### src/hw/pmrs_pkg.sv
// package: constants and carriers for the register-select and test block
package pmrs_pkg;

  localparam logic [3:0] SEL_COMMON_READ = 4'h0;
  localparam logic [3:0] SEL_COMMON_CTRL = 4'h1;
  localparam logic [3:0] SEL_PORT_CTRL1 = 4'h2;
  localparam logic [3:0] SEL_PORT_CTRL2 = 4'h3;
  localparam logic [3:0] SEL_PORT_STAT1 = 4'h4;
  localparam logic [3:0] SEL_PORT_STAT2 = 4'h5;
  localparam logic [3:0] SEL_RES_LO = 4'h6;
  localparam logic [3:0] SEL_TEMP_HI = 4'hD;
  localparam logic [3:0] SEL_NOP = 4'hE;
  localparam logic [3:0] SEL_TEST = 4'hF;

  localparam logic [3:0] FUNC_DISABLE = 4'h0;
  localparam logic [7:0] PTR_RESET = 8'h00;
  localparam logic [7:0] TEST_RESET = 8'h00;
  localparam logic [7:0] TEST_USED_MASK = 8'h7E;

  localparam int TEST_TSD_BIT = 6;
  localparam int TEST_POR_BIT = 5;
  localparam int TEST_DISC_TMR_BIT = 4;
  localparam int TEST_DISC_HALT_BIT = 3;
  localparam int TEST_DCDISC_BIT = 2;
  localparam int TEST_ERRDLY_BIT = 1;

  localparam int NUM_PORTS = 4;
  localparam int TMR_W = 27;

  localparam int CLK_PERIOD_NS = 10;
  localparam int ERR_DELAY_MS = 750;
  localparam int DISC_PHASE_MS = 4;
  localparam int DISCONNECT_MIN_MS = 300;
  localparam int ERR_DELAY_CYC = (ERR_DELAY_MS * 1000000 + CLK_PERIOD_NS - 1) / CLK_PERIOD_NS;
  localparam int DISC_PHASE_CYC = (DISC_PHASE_MS * 1000000 + CLK_PERIOD_NS - 1) / CLK_PERIOD_NS;
  localparam int DISCONNECT_CYC =
    (DISCONNECT_MIN_MS * 1000000 + CLK_PERIOD_NS - 1) / CLK_PERIOD_NS;

  typedef struct packed {
    logic spare_hi;
    logic [3:0] sel;
    logic spare_lo;
    logic [1:0] port;
  } pmrs_ptr_t;

  typedef struct packed {
    logic [3:0] sel;
    logic [1:0] port;
    logic [7:0] data;
  } pmrs_wr_t;

endpackage : pmrs_pkg

### src/hw/pmrs_top.sv
// module: pointer decode, common status, test register and per-port timers
`timescale 1ns/1ps
`default_nettype none
module pmrs_top #(
  parameter int ERR_DELAY_CYCLES = pmrs_pkg::ERR_DELAY_CYC,
  parameter int DISC_PHASE_CYCLES = pmrs_pkg::DISC_PHASE_CYC,
  parameter int DISCONNECT_CYCLES = pmrs_pkg::DISCONNECT_CYC
) (
  input wire logic CLK_SYS_IN,
  input wire logic ARST_N_IN,
  input wire logic PTR_WR_IN,
  input wire logic [7:0] PTR_BYTE_IN,
  output logic ACK_OUT,
  input wire logic DATA_WR_IN,
  input wire logic [7:0] WR_BYTE_IN,
  input wire logic DATA_RD_IN,
  output logic [7:0] RD_BYTE_OUT,
  output pmrs_pkg::pmrs_ptr_t PTR_OUT,
  input wire logic [7:0] PORT_RD_BYTE_IN,
  output logic PORT_WR_OUT,
  output pmrs_pkg::pmrs_wr_t PORT_WR_BUS_OUT,
  output logic [3:0] DISABLE_CALL_OUT,
  input wire logic AUTOMATIC_MODE_IN,
  input wire logic [3:0] FAULT_EVENT_IN,
  input wire logic [1:0] CHIP_REV_IN,
  input wire logic [1:0] CHIP_ID_IN,
  output logic THERMAL_SHUTDOWN_FORCE_OUT,
  output logic POR_HOLD_OUT,
  output logic DISC_HALT_OUT,
  output logic DISC_TIMERS_OFF_OUT,
  output logic ERROR_DELAY_TIMER_OFF_OUT,
  input wire logic [3:0] DISC_START_IN,
  output logic [3:0] DISC_DONE_OUT,
  input wire logic [3:0] LOW_CURRENT_IN,
  output logic [3:0] DISCONNECT_OUT
);

  localparam logic [pmrs_pkg::TMR_W-1:0] ERR_LOAD = pmrs_pkg::TMR_W'(ERR_DELAY_CYCLES - 1);
  localparam logic [pmrs_pkg::TMR_W-1:0] DISC_LOAD = pmrs_pkg::TMR_W'(DISC_PHASE_CYCLES - 1);
  localparam logic [pmrs_pkg::TMR_W-1:0] DCD_LOAD = pmrs_pkg::TMR_W'(DISCONNECT_CYCLES - 1);
  localparam logic [pmrs_pkg::TMR_W-1:0] ZERO_LOAD = '0;

  typedef struct packed {
    pmrs_pkg::pmrs_ptr_t ptr;
    logic [7:0] test;
    logic [7:0] rd_data;
    logic ack;
    logic wr_stb;
    pmrs_pkg::pmrs_wr_t wr;
    logic [3:0] disable_call;
    logic [3:0] low_cur_q;
  } pmrs_st_t;

  pmrs_st_t st_q;
  pmrs_st_t st_d;

  logic [3:0] fault_flag;
  logic [3:0] err_done;
  logic [3:0] err_start;
  logic [3:0] flag_clear;
  logic [3:0] dcd_start;
  logic [3:0] dcd_abort;
  logic err_off;
  logic disc_off;
  logic disc_halt;
  logic dcd_now;

  // common codes ignore the port field, except that a common-control write still forwards it to the port logic
  function automatic logic is_common(input logic [3:0] sel);
    is_common = (sel == pmrs_pkg::SEL_COMMON_READ) || (sel == pmrs_pkg::SEL_COMMON_CTRL) ||
                (sel == pmrs_pkg::SEL_TEST);
  endfunction : is_common

  // codes whose data live in the per-port control, status and converter logic
  function automatic logic is_port_reg(input logic [3:0] sel);
    is_port_reg = (sel >= pmrs_pkg::SEL_PORT_CTRL1) && (sel <= pmrs_pkg::SEL_TEMP_HI);
  endfunction : is_port_reg

  function automatic logic [7:0] read_mux(
    input logic [3:0] sel,
    input logic [3:0] flags,
    input logic [1:0] rev,
    input logic [1:0] id,
    input logic [7:0] port_byte
  );
    logic [7:0] r;
    r = 8'h00;
    case (sel)
      pmrs_pkg::SEL_COMMON_READ: begin
        r = {flags, rev, id};
      end
      pmrs_pkg::SEL_NOP: begin
        r = 8'h00;
      end
      pmrs_pkg::SEL_TEST: begin
        r = 8'h00;
      end
      pmrs_pkg::SEL_COMMON_CTRL: begin
        r = 8'h00;
      end
      default: begin
        // control, status and the split converter results of the addressed port
        if (is_port_reg(sel)) begin
          r = port_byte;
        end
      end
    endcase
    read_mux = r;
  endfunction : read_mux

  assign err_off = st_q.test[pmrs_pkg::TEST_ERRDLY_BIT];
  assign disc_off = st_q.test[pmrs_pkg::TEST_DISC_TMR_BIT];
  assign disc_halt = st_q.test[pmrs_pkg::TEST_DISC_HALT_BIT];
  assign dcd_now = st_q.test[pmrs_pkg::TEST_DCDISC_BIT];

  always_comb begin
    st_d = st_q;
    st_d.ack = 1'b0;
    st_d.wr_stb = 1'b0;
    st_d.disable_call = 4'h0;
    st_d.low_cur_q = LOW_CURRENT_IN;
    // pointer taken whole; unused bits forced to zero
    if (PTR_WR_IN) begin
      st_d.ptr = pmrs_pkg::pmrs_ptr_t'(PTR_BYTE_IN);
      st_d.ptr.spare_hi = 1'b0;
      st_d.ptr.spare_lo = 1'b0;
      st_d.ack = 1'b1;
    end else if (DATA_WR_IN) begin
      case (st_q.ptr.sel)
        pmrs_pkg::SEL_TEST: begin
          st_d.test = WR_BYTE_IN & pmrs_pkg::TEST_USED_MASK;
        end
        pmrs_pkg::SEL_NOP: begin
          st_d.test = st_q.test;
        end
        pmrs_pkg::SEL_COMMON_READ: begin
          st_d.test = st_q.test;
        end
        default: begin
          // per-port and common-control writes go to the port logic
          st_d.wr_stb = 1'b1;
          st_d.wr.sel = st_q.ptr.sel;
          st_d.wr.port = st_q.ptr.port;
          st_d.wr.data = WR_BYTE_IN;
          if (st_q.ptr.sel == pmrs_pkg::SEL_PORT_CTRL1 &&
              WR_BYTE_IN[3:0] == pmrs_pkg::FUNC_DISABLE) begin
            st_d.disable_call[st_q.ptr.port] = 1'b1;
          end
        end
      endcase
    end
    if (DATA_RD_IN) begin
      st_d.rd_data = read_mux(st_q.ptr.sel, fault_flag, CHIP_REV_IN, CHIP_ID_IN,
                              PORT_RD_BYTE_IN);
    end
  end

  always_ff @(posedge CLK_SYS_IN or negedge ARST_N_IN) begin
    if (!ARST_N_IN) begin
      st_q <= '0;
      st_q.ptr <= pmrs_pkg::pmrs_ptr_t'(pmrs_pkg::PTR_RESET);
      st_q.test <= pmrs_pkg::TEST_RESET;
    end else begin
      st_q <= st_d;
    end
  end

  // flag clearing depends on the operating mode
  always_comb begin
    for (int i = 0; i < pmrs_pkg::NUM_PORTS; i++) begin
      if (AUTOMATIC_MODE_IN) begin
        flag_clear[i] = err_done[i];
        err_start[i] = FAULT_EVENT_IN[i];
      end else begin
        flag_clear[i] = st_q.disable_call[i];
        err_start[i] = 1'b0;
      end
      dcd_start[i] = LOW_CURRENT_IN[i] && !st_q.low_cur_q[i];
      dcd_abort[i] = !LOW_CURRENT_IN[i];
    end
  end

  for (genvar p = 0; p < pmrs_pkg::NUM_PORTS; p++) begin : g_port
    pmrs_fault_flag u_flag (
      .clk_in(CLK_SYS_IN),
      .arst_n_in(ARST_N_IN),
      .set_in(FAULT_EVENT_IN[p]),
      .clear_in(flag_clear[p]),
      .flag_out(fault_flag[p])
    );

    // disabled timer never expires, so in automatic mode the flag stays up
    pmrs_timer u_err (
      .clk_in(CLK_SYS_IN),
      .arst_n_in(ARST_N_IN),
      .start_in(err_start[p]),
      .abort_in(err_off || !AUTOMATIC_MODE_IN),
      .hold_in(1'b0),
      .load_in(ERR_LOAD),
      .done_out(err_done[p])
    );

    pmrs_timer u_disc (
      .clk_in(CLK_SYS_IN),
      .arst_n_in(ARST_N_IN),
      .start_in(DISC_START_IN[p]),
      .abort_in(disc_off),
      .hold_in(disc_halt),
      .load_in(DISC_LOAD),
      .done_out(DISC_DONE_OUT[p])
    );

    // uses the short end of the allowed window
    pmrs_timer u_dcd (
      .clk_in(CLK_SYS_IN),
      .arst_n_in(ARST_N_IN),
      .start_in(dcd_start[p]),
      .abort_in(dcd_abort[p]),
      .hold_in(1'b0),
      .load_in(dcd_now ? ZERO_LOAD : DCD_LOAD),
      .done_out(DISCONNECT_OUT[p])
    );
  end

  assign ACK_OUT = st_q.ack;
  assign RD_BYTE_OUT = st_q.rd_data;
  assign PTR_OUT = st_q.ptr;
  assign PORT_WR_OUT = st_q.wr_stb;
  assign PORT_WR_BUS_OUT = st_q.wr;
  assign DISABLE_CALL_OUT = st_q.disable_call;
  assign THERMAL_SHUTDOWN_FORCE_OUT = st_q.test[pmrs_pkg::TEST_TSD_BIT];
  assign POR_HOLD_OUT = st_q.test[pmrs_pkg::TEST_POR_BIT];
  assign DISC_HALT_OUT = disc_halt;
  assign DISC_TIMERS_OFF_OUT = disc_off;
  assign ERROR_DELAY_TIMER_OFF_OUT = err_off;

endmodule : pmrs_top
`default_nettype wire

### src/hw/pmrs_timer.sv
// module: one-shot down counter with hold and abort, done as a registered pulse
`timescale 1ns/1ps
`default_nettype none
module pmrs_timer (
  input wire logic clk_in,
  input wire logic arst_n_in,
  input wire logic start_in,
  input wire logic abort_in,
  input wire logic hold_in,
  input wire logic [pmrs_pkg::TMR_W-1:0] load_in,
  output logic done_out
);

  typedef struct packed {
    logic active;
    logic [pmrs_pkg::TMR_W-1:0] cnt;
    logic done;
  } pmrs_tmr_st_t;

  pmrs_tmr_st_t st_q;
  pmrs_tmr_st_t st_d;

  always_comb begin
    st_d = st_q;
    st_d.done = 1'b0;
    // abort beats start so a cancelled run never fires late
    if (abort_in) begin
      st_d.active = 1'b0;
    end else if (start_in) begin
      st_d.active = 1'b1;
      st_d.cnt = load_in;
    end else if (st_q.active && !hold_in) begin
      if (st_q.cnt == '0) begin
        st_d.active = 1'b0;
        st_d.done = 1'b1;
      end else begin
        st_d.cnt = st_q.cnt - 1'b1;
      end
    end
  end

  always_ff @(posedge clk_in or negedge arst_n_in) begin
    if (!arst_n_in) begin
      st_q <= '0;
    end else begin
      st_q <= st_d;
    end
  end

  assign done_out = st_q.done;

endmodule : pmrs_timer
`default_nettype wire

### src/hw/pmrs_fault_flag.sv
// module: sticky fault flag where a set beats a clear in the same cycle
`timescale 1ns/1ps
`default_nettype none
module pmrs_fault_flag (
  input wire logic clk_in,
  input wire logic arst_n_in,
  input wire logic set_in,
  input wire logic clear_in,
  output logic flag_out
);

  typedef struct packed {
    logic flag;
  } pmrs_flag_st_t;

  pmrs_flag_st_t st_q;
  pmrs_flag_st_t st_d;

  always_comb begin
    st_d = st_q;
    if (set_in) begin
      st_d.flag = 1'b1;
    end else if (clear_in) begin
      st_d.flag = 1'b0;
    end
  end

  always_ff @(posedge clk_in or negedge arst_n_in) begin
    if (!arst_n_in) begin
      st_q <= '0;
    end else begin
      st_q <= st_d;
    end
  end

  assign flag_out = st_q.flag;

endmodule : pmrs_fault_flag
`default_nettype wire

### config.mk
export PLATFORM = sky130hd
export DESIGN_NAME = pmrs_top
export DESIGN_NICKNAME = d
export VERILOG_FILES = /design/src/hw/pmrs_pkg.sv /design/src/hw/pmrs_top.sv /design/src/hw/pmrs_timer.sv /design/src/hw/pmrs_fault_flag.sv
export SDC_FILE = /design/constraint.sdc
export NUM_CORES = 1
export LEC_CHECK = 0
export BUFFER_PORTS_ARGS = -buffer_cell sky130_fd_sc_hd__buf_2
export CORE_MARGIN = 2
export CORE_UTILIZATION = 45
export CTS_CLUSTER_SIZE = 12
export DETAILED_ROUTE_END_ITERATION = 8
export PLACE_DENSITY = 0.67
export SETUP_SLACK_MARGIN = 0.5
export SLEW_MARGIN = 20
export SYNTH_ARGS = -nofsm -noshare
export SYNTH_HDL_FRONTEND = slang
export SYNTH_HIERARCHICAL = 1
export SYNTH_SLANG_ARGS = --single-unit
### constraint.sdc
create_clock -name CLK_SYS_IN -period 4.3 [get_ports CLK_SYS_IN]
set_clock_uncertainty 0.05 [all_clocks]
set_input_delay 0.86 -clock CLK_SYS_IN [delete_from_list [all_inputs] [get_ports CLK_SYS_IN]]
set_output_delay 0.86 -clock CLK_SYS_IN [all_outputs]
set_load 0.01 [all_outputs]
### After elaboration in Yosys (flattened, before gate mapping)

Index checks and enable logic that the tools add are counted.

| word-level totals | value |
|---|---|
| register bits | 396 |
| input port bits | 46 |
| output and inout bits | 49 |

| cells by class | value |
|---|---|
| add/subtract/negate cells | 12 |
| magnitude comparators | 4 |
| equal/unequal tests | 16 |
| multiplexer cells | 122 |
| bitwise gates (word level) | 4 |
| reduce and logical (&&, ||, !) cells | 76 |

Operators by type and width:

| cell | number |
|---|---|
| 29-bit 2-to-1 mux | 12 |
| 28-bit 2-to-1 mux | 12 |
| 27-bit zero test | 12 |
| 27-bit 2-to-1 mux | 12 |
| 27-bit by 1-bit subtractor with 27-bit output (second input constant) | 12 |
| 1-bit 2-to-1 mux | 78 |
| 19-bit 2-to-1 mux | 3 |
| 3-bit AND reduction | 14 |
| 2-bit nonzero test | 16 |
| 25-bit 2-to-1 mux | 1 |
| 3-bit nonzero test | 8 |
| 2-bit by 1-bit != test with 1-bit output (second input constant) | 8 |
| 8-bit case mux with 2 select lines | 1 |
| 1-bit logical AND | 11 |
| 4-bit equality test (second input constant) | 2 |
| 4-bit zero test | 2 |
| 8-bit 2-to-1 mux | 1 |
| 2-bit != test (second input constant) | 4 |
| 2-bit AND reduction | 4 |
| 1-bit zero test | 6 |
| 3-bit OR reduction | 2 |
| 4-bit by 1-bit equality test with 1-bit output (second input constant) | 1 |
| 4-bit by 2-bit equality test with 1-bit output (second input constant) | 1 |
| 4-bit by 2-bit >= comparator with 1-bit output (second input constant) | 1 |
| other kinds (7) | 10 |

### Depth between registers and ports, before layout

| logic depth | value |
|---|---|
| depth after elaboration | 8 |
| mapped depth | 10 |
| gate-level depth less buffers | 7 |

### Modules after synthesis

Netlist, hierarchy kept.

By module, submodules not included:

| module | instances | cells each | area each (um^2) | sequential area each (um^2) |
|---|---|---|---|---|
| pmrs_timer at g_port[0].u_dcd ... | 6 | 225 | 1973.1 | 725.7 |
| pmrs_timer at g_port[2].u_dcd ... | 6 | 228 | 1925.6 | 725.7 |
| pmrs_top | 1 | 183 | 2238.4 | 1101.1 |
| pmrs_fault_flag | 4 | 3 | 36.3 | 25.0 |

### Least setup slack after synthesis

No wires, ideal clock.

| timing | value |
|---|---|
| path kind | input to register |
| start | in AUTOMATIC_MODE_IN |
| end | reg g_port[0].u_err/st_q[26] (netlist name) |
| setup time | 67 ps |
| arrival | 2877 ps |
| data required time | 4183 ps |
| setup slack | 1307 ps |
| stages | 10 |
| path buffers | 4 |
| cell sequence | clkbuf_1 -> and2_1 -> buf_6 -> or3b_2 -> buf_2 -> or4_1 -> clkbuf_1 -> o31ai_1 -> o31ai_1 -> nand2_1 |

| between the ends | value |
|---|---|
| elaborated cells between the ends (all ways) | 8 |

RTL lines:

| item | line | RTL |
|---|---|---|
| start, declared | pmrs_top.sv:23 | `input wire logic AUTOMATIC_MODE_IN,` |
| 1-bit 2-to-1 mux (*) | pmrs_top.sv:171 | `if (AUTOMATIC_MODE_IN) begin` |
| named net err_start[0] | pmrs_top.sv:59 | `logic [3:0] err_start;` |
| 2-bit by 1-bit != test with 1-bit output (no source line) or 2-bit nonzero test (tied branches) | -- |  |
| 3-bit AND reduction (no source line) | -- |  |
| end signal, assigned | pmrs_timer.sv:46 | `st_q <= st_d;` |
| end, declared | pmrs_timer.sv:20 | `pmrs_tmr_st_t st_q;` |

Mark *: on every way through the listed nets, which the timed path passes. The rest lies on a longest branch.
A chain may end at the register's enable or synchronous reset.

### Worst setup path after layout

| timing | value |
|---|---|
| start | reg g_port[0].u_err/st_q[11] (netlist name) |
| end | reg g_port[0].u_err/st_q[16] (netlist name) |

| between the ends | value |
|---|---|
| longest elaborated chain between the ends | 4 |
| elaborated cells between the ends (all ways) | 7 |

Ends and longest elaborated chain:

| item | line | RTL |
|---|---|---|
| 27-bit by 1-bit subtractor with 27-bit output | pmrs_timer.sv:37 | `st_d.cnt = st_q.cnt - 1'b1;` |
| 27-bit 2-to-1 mux | pmrs_timer.sv:33 | `if (st_q.cnt == '0) begin` |
| 29-bit 2-to-1 mux | pmrs_timer.sv:32 | `end else if (st_q.active && !hold_in) begin` |
| 28-bit 2-to-1 mux | pmrs_timer.sv:29 | `end else if (start_in) begin` |

Parallel ways exist; a longest one is shown, timed or not. The select of a mux whose other input is x is not followed.

==> flow_summary.yaml <==
clock_tree:
  clk_latency_ns: 0.60
  numCtsBuffers: 48
  hold_buffers: 0
  post-cts-setup-buffer-count: 0
  clk_pin_slew_worst_paths_ns: 0.06
  cts_tree: "done"
  cts_resized: 0
  cts_buffer_depth: 3
  cts-root-buf: "clkbuf_16"
  cts_sinks: 396
  h-tree-depth: 2
sta:
  post-route-period-util: 0.739
  finalMaxSlewViolations: 0
  setup_slack_ns: 1.12
  relSlewSlack: 0.271
  setup_tns_ns: 0
  finalHoldViolCount: 0
  clock.fmax_mhz: 315
  min_period_ns: 3.18
  tightest_slew_ns: 1.09
  setup_viol: 0
  rsz0062_at_grt: "no"
synth:
  ys_types: 74
  synth_area_sq_mm: 0.0258
  yosysTopAreaCell: "dfrtp_1"
  netlist_top_cells_area: "dfrtp_1 38%, nand2_1 5.4%, nor4_1 3.5%"
  synth_seq_cells: 396
  yosysWarnings: 6
  synth_edf_count: 0
  yosys.cell_count.top_type: "dfrtp_1"
  ys.flop_type: "dfrtp_1"
  synthCells: 2913
  synth.top_cell.area_share: 0.384
  synthTopCellsByCount: "396 x dfrtp_1, 368 x nand2_1, 150 x a21oi_1, 146 x nor4_1, 140 x o21ai_0"
  yosysSeqAreaShare: 0.384
  synth_area_per_cell_sq_um: 8.85
  synthArstFlopShare: 1.00
setup_path:
  cp_slowest_cell: "o311ai_4"
  crit_chain: "nor3_1, nand3_1, o311ai_4, nand2_2, a32o_1"
  worstRegToRegCells: 5
  crit_type: "register to register"
  r2r_start: "g_port[0].u_err/st_q[11]$_DFFE_PN0P_"
  end_kind: "register"
  worstPathMaxFanout: 20
  cpPeakStageDelay_ns: 0.94
  arrival_ns: 3.60
  cp_data_required_time_ns: 4.72
  reg2reg_slack_ns: 1.12
  startpoint_type: "register"
  r2r_end: "g_port[0].u_err/st_q[16]$_DFFE_PN0P_"
placed_design:
  port-buffer-count: 90
  place_ws_ns: 0.946
  gp_congestion: 0.881
  hpwl_mm: 48.7
  dp.cells: 3930
die:
  fp.dieArea_sq_mm: 0.0592
  rows: 87
  core_region_area_sq_mm: 0.0565
  initial_core_util: 0.456
  io_pins: 95
  die_y_um: 243
  die_w_um: 243
global_route:
  grt_pass1_wl_mm: 124
  grt_max_degree: 106
  antenna_found_initial: 2
  grt_pass1_vias: 24482
  grtUsageTotal: 0.245
  gr-total-overflow: 0
run_status:
  status: "finished clean"
power:
  p_leak_nw: 11.9
  design_power_total_mw: 14.9
  peakVddDrop_v: 0.000326
  powerDensity_mw_per_mm2: 509
layout:
  area_delta_synth_final_pct: 13.8
  final_layout_size_suffix_gt1_frac: 0.111
  nNetsFinal: 3294
  layout.cells.non_filler: 4019
drt:
  drtPass1Iterations: 8
  post-route-drc-count: 0
  ant_nets: 0
  routed_wirelength_mm: 74.2
  routed-via-count: 24953
  drtIter0Drc: 2937
  wl_per_cell_um: 18.5
  via_per_inst: 6.21
flow_run:
  maxCapViolCount: 0
min_path:
  worstHoldPathType: "input pin to async pin"
==> where the power goes <==
group | total (mW) | switching (mW) | internal, mW | leakage (nW)
clock network | 4.47 | 1.71 | 2.76 | 0.854
logic | 4.67 | 3.01 | 1.66 | 6.09
registers | 5.78 | 1.16 | 4.62 | 5.00
==> logic make-up after synthesis <==
logic type,count (synthesis),synth area share
AND/OR/NAND/NOR,1223,0.260
AO/OA/AOI/OAI,929,0.266
flip-flops,396,0.384
buffers and inverters,313,0.0645
multiplexers,26,0.0127
adder cells (fa/ha/maj),24,0.0116
other,2,0.000291
==> how the worst max path moves through the flow <==
stage / start / to / slack [ns] / depth (start not counted)
2_1_floorplan: AUTOMATIC_MODE_IN / g_port[0].u_err/st_q[26]$_DFFE_PN0P_ / 1.31 / 10
3_3_place_gp: AUTOMATIC_MODE_IN / g_port[0].u_err/st_q[16]$_DFFE_PN0P_ / 0.94 / 6
3_5_place_dp: AUTOMATIC_MODE_IN / g_port[0].u_err/st_q[16]$_DFFE_PN0P_ / 0.95 / 6
4_1_cts: g_port[1].u_err/st_q[5]$_DFFE_PN0P_ / g_port[1].u_err/st_q[15]$_DFFE_PN0P_ / 1.18 / 5
5_1_grt: g_port[1].u_err/st_q[5]$_DFFE_PN0P_ / g_port[1].u_err/st_q[15]$_DFFE_PN0P_ / 0.98 / 5
6_report: g_port[0].u_err/st_q[11]$_DFFE_PN0P_ / g_port[0].u_err/st_q[16]$_DFFE_PN0P_ / 1.12 / 5
==> layout by cell type, fill, tap and decap left out, types with 18 or more instances in the layout <==
master and count:
and3_1 24, o21ai_0 140, o31a_1 37, o311a_1 18, dfrtp_1 396, nor4b_1 30, nand2b_1 19, a221o_1 20
a22oi_1 63, nor2b_1 20, nand4_1 30, nand2_1 368, o311ai_0 60, nand3_1 128, a21oi_1 150, buf_4 35
o211ai_1 78, a31oi_1 18, or3_1 54, or4_4 18, a32o_1 36, clkbuf_16 49, or4_1 42, nor3b_1 37
o31ai_1 60, conb_1 324, nor3_1 88, a32oi_1 30, ha_1 24, nor2_1 106, buf_2 89, o21ai_1 18
o22ai_1 60, inv_1 120, nor4_1 146
==> routing by layer <==
| layer | wire, um | global-route usage | vias to the layer above |
|---|---|---|---|
| met4 | 1540 | 0.0787 | 0 |
| li1 | - | - | 11721 |
| met5 | 0 | 0 | - |
| met2 | 35000 | 0.397 | 965 |
| met3 | 4920 | 0.0357 | 119 |
| met1 | 32800 | 0.338 | 12148 |
==> metrics by stage <==
stage	hold WS (ns)	instance area, sq um	utilization
2_1_floorplan	0.394	27000	-
3_3_place_gp	0.411	27600	0.489
3_5_place_dp	0.410	27600	0.489
4_1_cts	0.287	29300	0.519
5_1_grt	0.301	29300	0.519
6_report	0.266	29300	0.519
==> critical path: cells and delay by family, from the launching register on <==
kind             cells  cell delay, ns
AND/OR/NAND/NOR      3            1.30
flip-flops           1            0.44
AO/OA/AOI/OAI        2            1.26
==> state kept, by name, indices dropped and copies added, names as in the netlist <==
name	flops
ACK_OUT	1
DISABLE_CALL_OUT	4
DISC_HALT_OUT	1
DISC_TIMERS_OFF_OUT	1
ERROR_DELAY_TIMER_OFF_OUT	1
PORT_WR_BUS_OUT	14
PORT_WR_OUT	1
POR_HOLD_OUT	1
PTR_OUT	6
RD_BYTE_OUT	8
THERMAL_SHUTDOWN_FORCE_OUT	1
dcd_now	1
g_port.u_dcd/done_out	4
g_port.u_dcd/st_q	112
g_port.u_disc/done_out	4
g_port.u_disc/st_q	112
g_port.u_err/done_out	4
g_port.u_err/st_q	112
g_port.u_flag/flag_out	4
st_q	4
==> layout make-up <==
type	count	area, sq um
flip-flops and latches	396	9910
inverters	122	458
clock inverters	21	329
multi-input cells	2526	15500
clock buffers	67	1400
fillers	5142	27200
repair buffers	130	823
diodes	1	2.50
well taps	756	946
No activity file was read; power rests on OpenSTA's default activity.
